`src/inc/tsr_params.svh`:
```
// Offsets, field positions and reset values of the trace stop and range control block
`ifndef TSR_PARAMS_SVH
`define TSR_PARAMS_SVH

// Register byte offsets
`define TSR_OFF_CTRL 12'h000
`define TSR_OFF_STOP_SEL 12'h004
`define TSR_OFF_DSTOP_SEL 12'h008
`define TSR_OFF_DELAY 12'h00C
`define TSR_OFF_CMD 12'h010
`define TSR_OFF_STATUS 12'h014
`define TSR_OFF_CH_CFG 12'h020
`define TSR_OFF_CH_START 12'h030
`define TSR_OFF_CH_STOP 12'h040
`define TSR_CH_STRIDE 12'h004
`define TSR_OFF_MASK 12'hFF0

// Control field positions
`define TSR_CTRL_FREE 0
`define TSR_CTRL_STOP_EN 1
`define TSR_CTRL_DSTOP_EN 2

// Command field positions
`define TSR_CMD_RESTART 0

// Channel configuration fields
`define TSR_CFG_MODE_LO 0
`define TSR_CFG_MODE_HI 1
`define TSR_CFG_CYCLIC 2
`define TSR_CFG_START_LO 4
`define TSR_CFG_START_HI 6
`define TSR_CFG_STOP_LO 8
`define TSR_CFG_STOP_HI 10

// Sizes and reset values
`define TSR_NUM_CH 4
`define TSR_NUM_EVT 8
`define TSR_DELAY_W 16
`define TSR_DELAY_RST 16'h0001
`define TSR_DELAY_ONE 16'h0001
`define TSR_DELAY_ZERO 16'h0000

`endif

```
`src/inc/tsr_pkg.sv`:
```
// Types shared by the trace stop and range control block
package tsr_pkg;

    // One observed target bus cycle
    typedef struct packed {
        logic [31:0] addr;
        logic [31:0] data;
        logic rw;
    } tsr_cyc_s;

    // Range-trace channel mode field
    typedef enum logic [1:0] {
        TSR_MODE_OFF = 2'h0,
        TSR_MODE_P2P = 2'h1,
        TSR_MODE_RANGE = 2'h2,
        TSR_MODE_EVENT = 2'h3
    } tsr_mode_e;

    // Window state of one channel
    typedef enum logic [2:0] {
        TSR_WIN_ARMED = 3'b001,
        TSR_WIN_OPEN = 3'b010,
        TSR_WIN_SPENT = 3'b100
    } tsr_win_e;

endpackage

```
`src/logic/tsr_buf.sv`:
```
// Two-entry record buffer with valid and ready on both sides
`timescale 1ns/10ps
module tsr_buf #(
    parameter int WIDTH = 65
) (
    input wire logic clk_i,
    input wire logic reset_n_i,
    input wire logic in_valid_i,
    output logic in_ready_o,
    input wire logic [WIDTH-1:0] in_data_i,
    output logic out_valid_o,
    input wire logic out_ready_i,
    output logic [WIDTH-1:0] out_data_o
);

    ////////////////////////////////////////////////////////////////////////
    // Storage: head entry drives the output, tail catches a stalled word
    logic [WIDTH-1:0] tail; // Second entry
    logic tail_valid; // Second entry holds a word
    // Push follows the ready flop, so nothing slips in while ready is still low after reset
    wire push = in_valid_i & in_ready_o; // Accepted this cycle
    wire pop = out_valid_o & out_ready_i; // Drained this cycle

    ////////////////////////////////////////////////////////////////////////
    // Ready comes from the tail flag so it is a flop, at the cost of
    // refusing in the cycle in which a full buffer drains
    always_ff @(posedge clk_i or negedge reset_n_i)
    begin
        if (!reset_n_i)
        begin
            out_valid_o <= 1'b0;
            tail_valid <= 1'b0;
            in_ready_o <= 1'b0;
            out_data_o <= '0;
            tail <= '0;
        end
        else
        begin
            if (pop)
            begin
                // Head leaves; tail or new word moves up
                out_valid_o <= tail_valid | push;
                out_data_o <= tail_valid ? tail : in_data_i;
                tail <= in_data_i;
                tail_valid <= tail_valid & push;
                in_ready_o <= ~(tail_valid & push);
            end
            else if (push && !out_valid_o)
            begin
                // Empty buffer: word goes straight to head
                out_valid_o <= 1'b1;
                out_data_o <= in_data_i;
                in_ready_o <= 1'b1;
            end
            else if (push)
            begin
                // Head stalled: park in tail
                tail <= in_data_i;
                tail_valid <= 1'b1;
                in_ready_o <= 1'b0;
            end
            else
            begin
                // Nothing moves
                in_ready_o <= ~tail_valid;
            end
        end
    end

endmodule

```
`src/logic/tsr_top.sv`:
```
// Trace stop and range control: delayed and plain stop, four range channels
// Operation
// - Delayed stop records delay count more cycles
// - Only selected events trigger enabled delayed stop
// - Plain and delayed stop act independently
// - Four channels, four modes, only without free
// - Disabled channel never affects acquisition
// - Point mode: start address opens, stop closes
// - Cyclic point mode re-arms after stop
// - Range mode records only matching cycles
// - Event mode: start event opens, stop closes
// - Cyclic event mode re-arms after each stop
// - Free trace records from execution, no channels
`timescale 1ns/10ps
`include "tsr_params.svh"
module tsr_top (
    input wire logic clk_i,
    input wire logic reset_n_i,
    input wire logic psel,
    input wire logic penable,
    input wire logic pwrite,
    input wire logic [11:0] paddr,
    input wire logic [31:0] pwdata,
    output logic [31:0] prdata,
    output logic pready,
    output logic pslverr,
    input wire logic exec_i,
    input wire logic cyc_valid_i,
    output logic cyc_ready_o,
    input wire logic [64:0] cyc_data_i,
    input wire logic [`TSR_NUM_EVT-1:0] evt_hit_i,
    output logic rec_valid_o,
    input wire logic rec_ready_i,
    output logic [64:0] rec_data_o,
    output logic acq_o
);

    ////////////////////////////////////////////////////////////////////////
    // Software-visible settings
    logic free_mode; // Free trace on
    logic stop_en; // Plain stop enabled
    logic dstop_en; // Delayed stop enabled
    logic [`TSR_NUM_EVT-1:0] stop_sel; // Events for plain stop
    logic [`TSR_NUM_EVT-1:0] dstop_sel; // Events for delayed stop
    logic [`TSR_DELAY_W-1:0] delay; // Delay count setting
    logic [11:0] ch_cfg [`TSR_NUM_CH]; // Mode, cyclic, event picks
    logic [31:0] ch_start [`TSR_NUM_CH]; // Point mode start address
    logic [31:0] ch_stop [`TSR_NUM_CH]; // Point mode stop address

    // Acquisition state
    logic halted; // Acquisition stopped until restart
    logic counting; // Delayed stop running
    logic [`TSR_DELAY_W-1:0] cnt; // Remaining delayed records
    logic exec_q; // Execution seen, reloaded from exec_i by restart

    ////////////////////////////////////////////////////////////////////////
    // APB decode: one wait state, every access answered
    wire setup_ok = psel & penable & ~pready; // Access phase, not yet answered
    wire wr_now = psel & penable & pready & pwrite; // Write takes effect
    wire [11:0] ch_off = paddr & `TSR_OFF_MASK; // Channel group base
    wire [1:0] ch_idx = paddr[3:2]; // Channel index within group
    wire hit_ctrl = paddr == `TSR_OFF_CTRL;
    wire hit_ssel = paddr == `TSR_OFF_STOP_SEL;
    wire hit_dsel = paddr == `TSR_OFF_DSTOP_SEL;
    wire hit_delay = paddr == `TSR_OFF_DELAY;
    wire hit_cmd = paddr == `TSR_OFF_CMD;
    wire hit_stat = paddr == `TSR_OFF_STATUS;
    wire hit_cfg = ch_off == `TSR_OFF_CH_CFG && paddr[1:0] == 2'h0;
    wire hit_start = ch_off == `TSR_OFF_CH_START && paddr[1:0] == 2'h0;
    wire hit_stopa = ch_off == `TSR_OFF_CH_STOP && paddr[1:0] == 2'h0;
    wire hit_any = hit_ctrl | hit_ssel | hit_dsel | hit_delay | hit_cmd | hit_stat
        | hit_cfg | hit_start | hit_stopa;
    wire restart = wr_now & hit_cmd & pwdata[`TSR_CMD_RESTART]; // Clear halt, re-arm
    wire cfg_wr = wr_now & hit_cfg; // Channel reconfigured

    // Read mux; undecoded words read zero with an error
    wire [31:0] rd_val =
        hit_ctrl ? {29'h0000_0000, dstop_en, stop_en, free_mode} :
        hit_ssel ? {24'h00_0000, stop_sel} :
        hit_dsel ? {24'h00_0000, dstop_sel} :
        hit_delay ? {16'h0000, delay} :
        hit_stat ? {cnt, 13'h0000, counting, halted, acq_o} :
        hit_cfg ? {20'h0_0000, ch_cfg[ch_idx]} :
        hit_start ? ch_start[ch_idx] :
        hit_stopa ? ch_stop[ch_idx] : 32'h0000_0000;

    // Answer register: pready high for one cycle in the access phase
    always_ff @(posedge clk_i or negedge reset_n_i)
    begin
        if (!reset_n_i)
        begin
            pready <= 1'b0;
            pslverr <= 1'b0;
            prdata <= 32'h0000_0000;
        end
        else
        begin
            pready <= setup_ok;
            pslverr <= setup_ok & ~hit_any;
            prdata <= setup_ok ? rd_val : 32'h0000_0000;
        end
    end

    // Global settings writes
    always_ff @(posedge clk_i or negedge reset_n_i)
    begin
        if (!reset_n_i)
        begin
            free_mode <= 1'b0;
            stop_en <= 1'b0;
            dstop_en <= 1'b0;
            stop_sel <= '0;
            dstop_sel <= '0;
            delay <= `TSR_DELAY_RST;
        end
        else if (wr_now)
        begin
            if (hit_ctrl)
            begin
                free_mode <= pwdata[`TSR_CTRL_FREE];
                stop_en <= pwdata[`TSR_CTRL_STOP_EN];
                dstop_en <= pwdata[`TSR_CTRL_DSTOP_EN];
            end
            else if (hit_ssel)
                stop_sel <= pwdata[`TSR_NUM_EVT-1:0];
            else if (hit_dsel)
                dstop_sel <= pwdata[`TSR_NUM_EVT-1:0];
            // Zero is outside the legal range and is refused
            else if (hit_delay && pwdata[`TSR_DELAY_W-1:0] != `TSR_DELAY_ZERO)
                delay <= pwdata[`TSR_DELAY_W-1:0];
        end
    end

    ////////////////////////////////////////////////////////////////////////
    // Bus cycle intake: a cycle counts once the buffer takes its slot
    tsr_pkg::tsr_cyc_s cyc; // Observed bus cycle
    assign cyc = cyc_data_i;
    wire take = cyc_valid_i & cyc_ready_o; // Cycle consumed this edge
    logic [`TSR_NUM_CH-1:0] ch_rec; // Channel wants this cycle
    logic [`TSR_NUM_CH-1:0] ch_on; // Channel not disabled
    logic [`TSR_NUM_CH-1:0] ch_live; // Channel window open or filtering

    ////////////////////////////////////////////////////////////////////////
    // Range-trace channels
    for (genvar g = 0; g < `TSR_NUM_CH; g++)
    begin : g_ch
        tsr_pkg::tsr_mode_e mode;
        tsr_pkg::tsr_win_e win;
        tsr_pkg::tsr_win_e next_win;
        wire cyclic = ch_cfg[g][`TSR_CFG_CYCLIC];
        wire [2:0] sidx = ch_cfg[g][`TSR_CFG_START_HI:`TSR_CFG_START_LO];
        wire [2:0] pidx = ch_cfg[g][`TSR_CFG_STOP_HI:`TSR_CFG_STOP_LO];
        assign mode = tsr_pkg::tsr_mode_e'(ch_cfg[g][`TSR_CFG_MODE_HI:`TSR_CFG_MODE_LO]);
        // Start and stop as single address match or selected event
        wire is_p2p = mode == tsr_pkg::TSR_MODE_P2P;
        wire go = is_p2p ? cyc.addr == ch_start[g] : evt_hit_i[sidx];
        wire end_hit = is_p2p ? cyc.addr == ch_stop[g] : evt_hit_i[pidx];
        wire windowed = is_p2p | mode == tsr_pkg::TSR_MODE_EVENT;
        // Channels only count without free trace
        assign ch_on[g] = ~free_mode & mode != tsr_pkg::TSR_MODE_OFF;
        // Range filter has no window; windowed modes are live only while open
        assign ch_live[g] = ch_on[g] & (mode == tsr_pkg::TSR_MODE_RANGE
            | win == tsr_pkg::TSR_WIN_OPEN);

        // Window state machine
        always_comb
        begin
            next_win = win;
            case (win)
                tsr_pkg::TSR_WIN_ARMED:
                    if (take && windowed && go)
                        next_win = tsr_pkg::TSR_WIN_OPEN;
                tsr_pkg::TSR_WIN_OPEN:
                    if (take && windowed && end_hit)
                        // Cyclic goes back to waiting for start
                        next_win = cyclic ? tsr_pkg::TSR_WIN_ARMED
                            : tsr_pkg::TSR_WIN_SPENT;
                default:
                    next_win = tsr_pkg::TSR_WIN_SPENT;
            endcase
        end

        // The start cycle and the stop cycle are both recorded
        assign ch_rec[g] = ch_on[g] & (mode == tsr_pkg::TSR_MODE_RANGE ? evt_hit_i[sidx]
            : (win == tsr_pkg::TSR_WIN_OPEN) | (win == tsr_pkg::TSR_WIN_ARMED & go));

        // A config write or a restart re-arms the channel
        always_ff @(posedge clk_i or negedge reset_n_i)
        begin
            if (!reset_n_i)
                win <= tsr_pkg::TSR_WIN_ARMED;
            else if (restart || (cfg_wr && ch_idx == 2'(g)))
                win <= tsr_pkg::TSR_WIN_ARMED;
            else
                win <= next_win;
        end

        // Channel settings writes
        always_ff @(posedge clk_i or negedge reset_n_i)
        begin
            if (!reset_n_i)
            begin
                ch_cfg[g] <= 12'h000;
                ch_start[g] <= 32'h0000_0000;
                ch_stop[g] <= 32'h0000_0000;
            end
            else if (wr_now && ch_idx == 2'(g))
            begin
                if (hit_cfg)
                    ch_cfg[g] <= pwdata[11:0];
                else if (hit_start)
                    ch_start[g] <= pwdata;
                else if (hit_stopa)
                    ch_stop[g] <= pwdata;
            end
        end
    end

    ////////////////////////////////////////////////////////////////////////
    // Acquisition decision
    wire any_on = |ch_on;
    // Without an active channel, record everything from execution start
    wire want = any_on ? |ch_rec : exec_q;
    wire rec_now = take & want & ~halted; // Cycle goes to the buffer
    wire rec_in = cyc_valid_i & want & ~halted; // Only wanted cycles enter the buffer
    wire plain_stop = stop_en & |(evt_hit_i & stop_sel);
    wire dtrig = dstop_en & |(evt_hit_i & dstop_sel);
    wire dload = rec_now & dtrig & ~counting;
    wire dlast = rec_now & counting & cnt == `TSR_DELAY_ONE;

    // Stop and delay counter; the two stop paths never wait on each other
    always_ff @(posedge clk_i or negedge reset_n_i)
    begin
        if (!reset_n_i)
        begin
            halted <= 1'b0;
            counting <= 1'b0;
            cnt <= `TSR_DELAY_ZERO;
            exec_q <= 1'b0;
        end
        else if (restart)
        begin
            halted <= 1'b0;
            counting <= 1'b0;
            cnt <= `TSR_DELAY_ZERO;
            exec_q <= exec_i;
        end
        else
        begin
            exec_q <= exec_q | exec_i;
            if ((take && plain_stop) || dlast)
                halted <= 1'b1;
            if (dload)
            begin
                counting <= 1'b1;
                cnt <= delay;
            end
            else if (rec_now && counting)
            begin
                // The last delayed record steps the count to zero and ends counting
                counting <= ~dlast;
                cnt <= cnt - `TSR_DELAY_ONE;
            end
        end
    end

    // Acquisition flag for the outside world
    always_ff @(posedge clk_i or negedge reset_n_i)
    begin
        if (!reset_n_i)
            acq_o <= 1'b0;
        else
            acq_o <= ~halted & (any_on ? |ch_live : exec_q);
    end

    ////////////////////////////////////////////////////////////////////////
    // Record buffer; its ready throttles intake
    tsr_buf #(
        .WIDTH(65)
    ) u_buf (
        .clk_i(clk_i),
        .reset_n_i(reset_n_i),
        .in_valid_i(rec_in),
        .in_ready_o(cyc_ready_o),
        .in_data_i(cyc_data_i),
        .out_valid_o(rec_valid_o),
        .out_ready_i(rec_ready_i),
        .out_data_o(rec_data_o)
    );
endmodule

```
`config.mk`:
```
export PLATFORM = sky130hd
export DESIGN_NAME = tsr_top
export DESIGN_NICKNAME = d
export VERILOG_FILES = /design/src/inc/tsr_pkg.sv /design/src/logic/tsr_buf.sv /design/src/logic/tsr_top.sv
export VERILOG_INCLUDE_DIRS = /design/src /design/src/inc
export SDC_FILE = /design/constraint.sdc
export NUM_CORES = 1
export LEC_CHECK = 0
export BUFFER_PORTS_ARGS = -buffer_cell sky130_fd_sc_hd__buf_2
export CAP_MARGIN = 20
export CORE_AREA = 10 10 332 366
export CTS_CLUSTER_DIAMETER = 100
export DETAILED_ROUTE_END_ITERATION = 8
export DIE_AREA = 0 0 342 376
export GPL_TIMING_DRIVEN = 0
export PLACE_DENSITY = 0.44
export SLEW_MARGIN = 20
export SYNTH_ARGS = -nofsm -noshare
export SYNTH_HDL_FRONTEND = slang
export SYNTH_SLANG_ARGS = --single-unit
```
`constraint.sdc`:
```
create_clock -name clk_i -period 3.88 [get_ports clk_i]
set_input_delay 0.194 -clock clk_i [delete_from_list [all_inputs] [get_ports clk_i]]
set_output_delay 0.194 -clock clk_i [all_outputs]
set_load 0.005 [all_outputs]
```
==> impl_metrics.json <==
{
  "min_period_ns": 3.935,
  "fp.dieH_um": 376,
  "peakVddDrop_v": 0.0003191,
  "fin_cells": 4037,
  "grt_max_degree": 97,
  "power.density_nw_per_um2": 491.8,
  "syn_inst": 2148,
  "holdPathEnd": "u_buf.tail[60]$_DFFE_PN0P_",
  "hp-class": "in2reg",
  "seq_area_frac_synth_pct": 47.74,
  "vias": 20160,
  "ios": 227,
  "async_reset_ff_share_pct": 100.0,
  "synth_compound_area_share_pct": 4.825,
  "clock_skew_ns": 0.03920,
  "reg2reg_depth": 11,
  "synthMuxAreaShare_pct": 30.43,
  "p_leak_nw": 15.03,
  "htree_levels": 2,
  "yosys_warnings": 0,
  "postSynthAreaPerCell_um2": 13.14,
  "drt_iter0_drc": 1759,
  "grt_pass1_vias": 21010,
  "rows": 130,
  "mostFrequentLayoutCells": "dfrtp_1, mux2_2, buf_2",
  "portBuffers": 180,
  "overflow": 0,
  "worstPathCellList": "xnor2_1 > nand4_1 > nor4_1 > and3_1 > a21oi_1 > a211oi_1 > o31ai_4 > a21o_1 > buf_6 > buf_6 > mux2_4",
  "rr_startpoint": "ch_start[55]$_DFFE_PN0P_",
  "fin_setup_tns_ns": -1.337,
  "synth_seq_cells": 538,
  "core-area_um2": 113700,
  "end_kind": "register",
  "die_area_um2": 128600,
  "cts_buffer_depth": 3,
  "clk_pin_slew_ns": 0.06,
  "globalplace.congestion": 0.9204,
  "clock_sinks": 538,
  "grt.total_usage_pct": 17.38,
  "finalSetupViolCount": 79,
  "initial_core_util_pct": 24.82,
  "synth_top_family_by_area": "multiplexers",
  "slowest_stage": "xnor2_1",
  "antenna_left": 0,
  "drc": 0,
  "postPlaceCellArea_um2": 31210,
  "synth_simple_gate_area_share_pct": 6.044,
  "layout-drive-gt1-share_pct": 39.29,
  "hold_depth": 2,
  "synthesis.area_um2": 28220,
  "clock.fmax_ghz": 0.2542,
  "crit_path_max_fanout": 10,
  "place_hpwl_um": 87900,
  "cts-root-buf": "clkbuf_16",
  "ys_types": 63,
  "cp.arrival_ns": 4.46,
  "placed_cells": 3853,
  "syn_nets": 2275,
  "slew_viol_final": 0,
  "status": "finished, violations left",
  "r2r-end": "u_buf.tail[37]$_DFFE_PN0P_",
  "syn_to_final_growth_pct": 20.31,
  "layout_setup_ws_ns": -0.05451,
  "maxCapViolCount": 0,
  "critPathKind": "reg2reg",
  "cp-start-kind": "register",
  "utilization_pct": 29.86,
  "critPathRequiredTime_ns": 4.40,
  "rsz0062_at_grt": "no",
  "dr.pass1.iters": 8,
  "synth-xor-area-share_pct": 7.915,
  "r2r_slack_ns": -0.05,
  "violations": "negative setup slack",
  "final_area_um2": 33950,
  "clock_latency_ns": 0.66,
  "numCtsBuffers": 60,
  "min_from": "cyc_data_i[60]",
  "layout.nets": 2589,
  "synth-edff-count": 0,
  "slew_headroom_pct": 18.04,
  "post-cts-setup-buffer-count": 0,
  "max_stage_delay_ns": 0.59,
  "grt_first_pass_wirelength_um": 162900,
  "synth_ff_type": "dfrtp_1",
  "cts_tree": "done",
  "hold_viol_final": 0,
  "wl_per_cell_um": 28.55,
  "tightest_slew_ns": 1.229,
  "wl_um": 115200,
  "synth-adder-area-share_pct": 0.1596,
  "dieWidth_um": 342,
  "layout_commonest_cell": "dfrtp_1",
  "via_per_inst": 4.994,
  "fin_crit_sh_pct": 101.4,
  "cpMostUsedCell": "buf_6",
  "antenna_found_initial": 15
}
## critical path: cells and delay by family, from the launching register on
kind                   cells  cell delay, ns
AND/OR/NAND/NOR            3            1.08
AO/OA/AOI/OAI              4            1.02
flip-flops                 1            0.41
multiplexers               1            0.31
buffers and inverters      2            0.37
XOR/XNOR                   1            0.59
## through the flow
step | power, mW | setup slack [ns] | hold WS (ns)
6_report | 16.69 | -0.05451 | 0.04566
3_3_place_gp | 10.61 | -8.859 | 0.4126
5_1_grt | 17.39 | 0.002698 | 0.04134
2_1_floorplan | 9.213 | 1.009 | -0.1016
3_5_place_dp | 10.68 | -0.2771 | 0.2703
4_1_cts | 16.88 | 0.02216 | 0.01411
## sequential cells by signal, indices dropped and copies added (netlist names), 8 cells and up
register          flops
u_buf.out_data_o     65
g_ch.win             12
stop_sel              8
cnt                  16
ch_start            128
delay                16
ch_cfg               48
prdata               32
u_buf.tail           65
dstop_sel             8
ch_stop             128
## worst max-delay path by stage
stage                        startpoint                    endpoint  slack (ns)  cells after the start
6_report       ch_start[55]$_DFFE_PN0P_  u_buf.tail[37]$_DFFE_PN0P_       -0.05                     11
4_1_cts        ch_start[55]$_DFFE_PN0P_  u_buf.tail[37]$_DFFE_PN0P_        0.02                     11
2_1_floorplan     ch_cfg[4]$_DFFE_PN0P_  u_buf.tail[10]$_DFFE_PN0P_        1.01                     12
5_1_grt        ch_start[88]$_DFFE_PN0P_  u_buf.tail[53]$_DFFE_PN0P_       0.003                     11
3_3_place_gp                  reset_n_i  u_buf.tail[19]$_DFFE_PN0P_       -8.86                      1
3_5_place_dp                   paddr[2]        prdata[14]$_DFF_PN0_       -0.28                      7
## synth_stat cells (3+ instances only)
master / count / share of area (%)
nand4_1: 49 / 1.1
mux2i_1: 17 / 0.60
a31oi_1: 13 / 0.29
a221oi_1: 10 / 0.31
mux2_4: 100 / 5.3
o211ai_1: 8 / 0.21
inv_1: 15 / 0.20
buf_2: 38 / 0.67
xnor2_1: 161 / 5.0
nand3_1: 15 / 0.27
nor3b_1: 7 / 0.19
a22oi_1: 24 / 0.64
nor3_1: 16 / 0.28
nor4_1: 43 / 0.95
a21oi_1: 50 / 0.89
xor2_1: 94 / 2.9
o221ai_1: 5 / 0.16
nand2_1: 70 / 0.93
mux2_2: 439 / 18
nand2b_1: 9 / 0.20
a22o_1: 3 / 0.093
buf_1: 32 / 0.43
or2_2: 6 / 0.13
and3_1: 4 / 0.089
nor2b_1: 18 / 0.40
a222oi_1: 8 / 0.28
o31ai_1: 7 / 0.19
or3_1: 9 / 0.20
clkbuf_1: 77 / 1.0
o21ai_0: 41 / 0.73
a21o_1: 6 / 0.16
and2_1: 5 / 0.11
nor2_1: 62 / 0.82
dfrtp_1: 533 / 47
nand3b_1: 4 / 0.11
a32oi_1: 4 / 0.12
dfstp_2: 5 / 0.47
buf_6: 12 / 0.48
a2111oi_0: 6 / 0.19
mux4_2: 87 / 6.9
## logic make-up (layout without fill, tap and decap cells)
group | count (synthesis) | after routing
AO/OA/AOI/OAI | 203 | 203
XOR/XNOR | 255 | 255
adder cells (fa/ha/maj) | 4 | 4
buffers and inverters | 178 | 542
flip-flops | 538 | 538
multiplexers | 644 | 644
other | 0 | 7
AND/OR/NAND/NOR | 326 | 326
## area by class of cell
| class | instances | area, um2 |
|---|---|---|
| antenna | 7 | 17.52 |
| multi-input combinational | 1432 | 13970 |
| fill | 11510 | 79750 |
| buffer | 163 | 767.0 |
| clock buffer | 93 | 1788 |
| clock inverter | 19 | 265.3 |
| tap | 1518 | 1899 |
| sequential | 538 | 13470 |
| inverter | 15 | 56.30 |
| timing repair buffer | 252 | 1713 |
## where the power goes
| part | internal [mW] | switching [mW] | total [mW] | leakage, nW |
|---|---|---|---|---|
| sequential | 6.37 | 0.449 | 6.82 | 7.14 |
| combinational | 1.97 | 1.82 | 3.79 | 6.88 |
| clock | 3.56 | 2.53 | 6.08 | 1.00 |
## layer usage
layer	GRT usage, %	up-vias	routed length, um
li1	-	8501	-
met3	2.711	203	6234
met4	7.913	12	5731
met2	28.87	720	55420
met1	22.04	10720	47770
met5	0	-	80
## repair_timing
action	in CTS	in global routing
hold endpoints to repair	314	0
resized for setup	1	1
setup endpoints to repair	3	103
hold buffers	64	0
(Power assumes the default switching activity.)
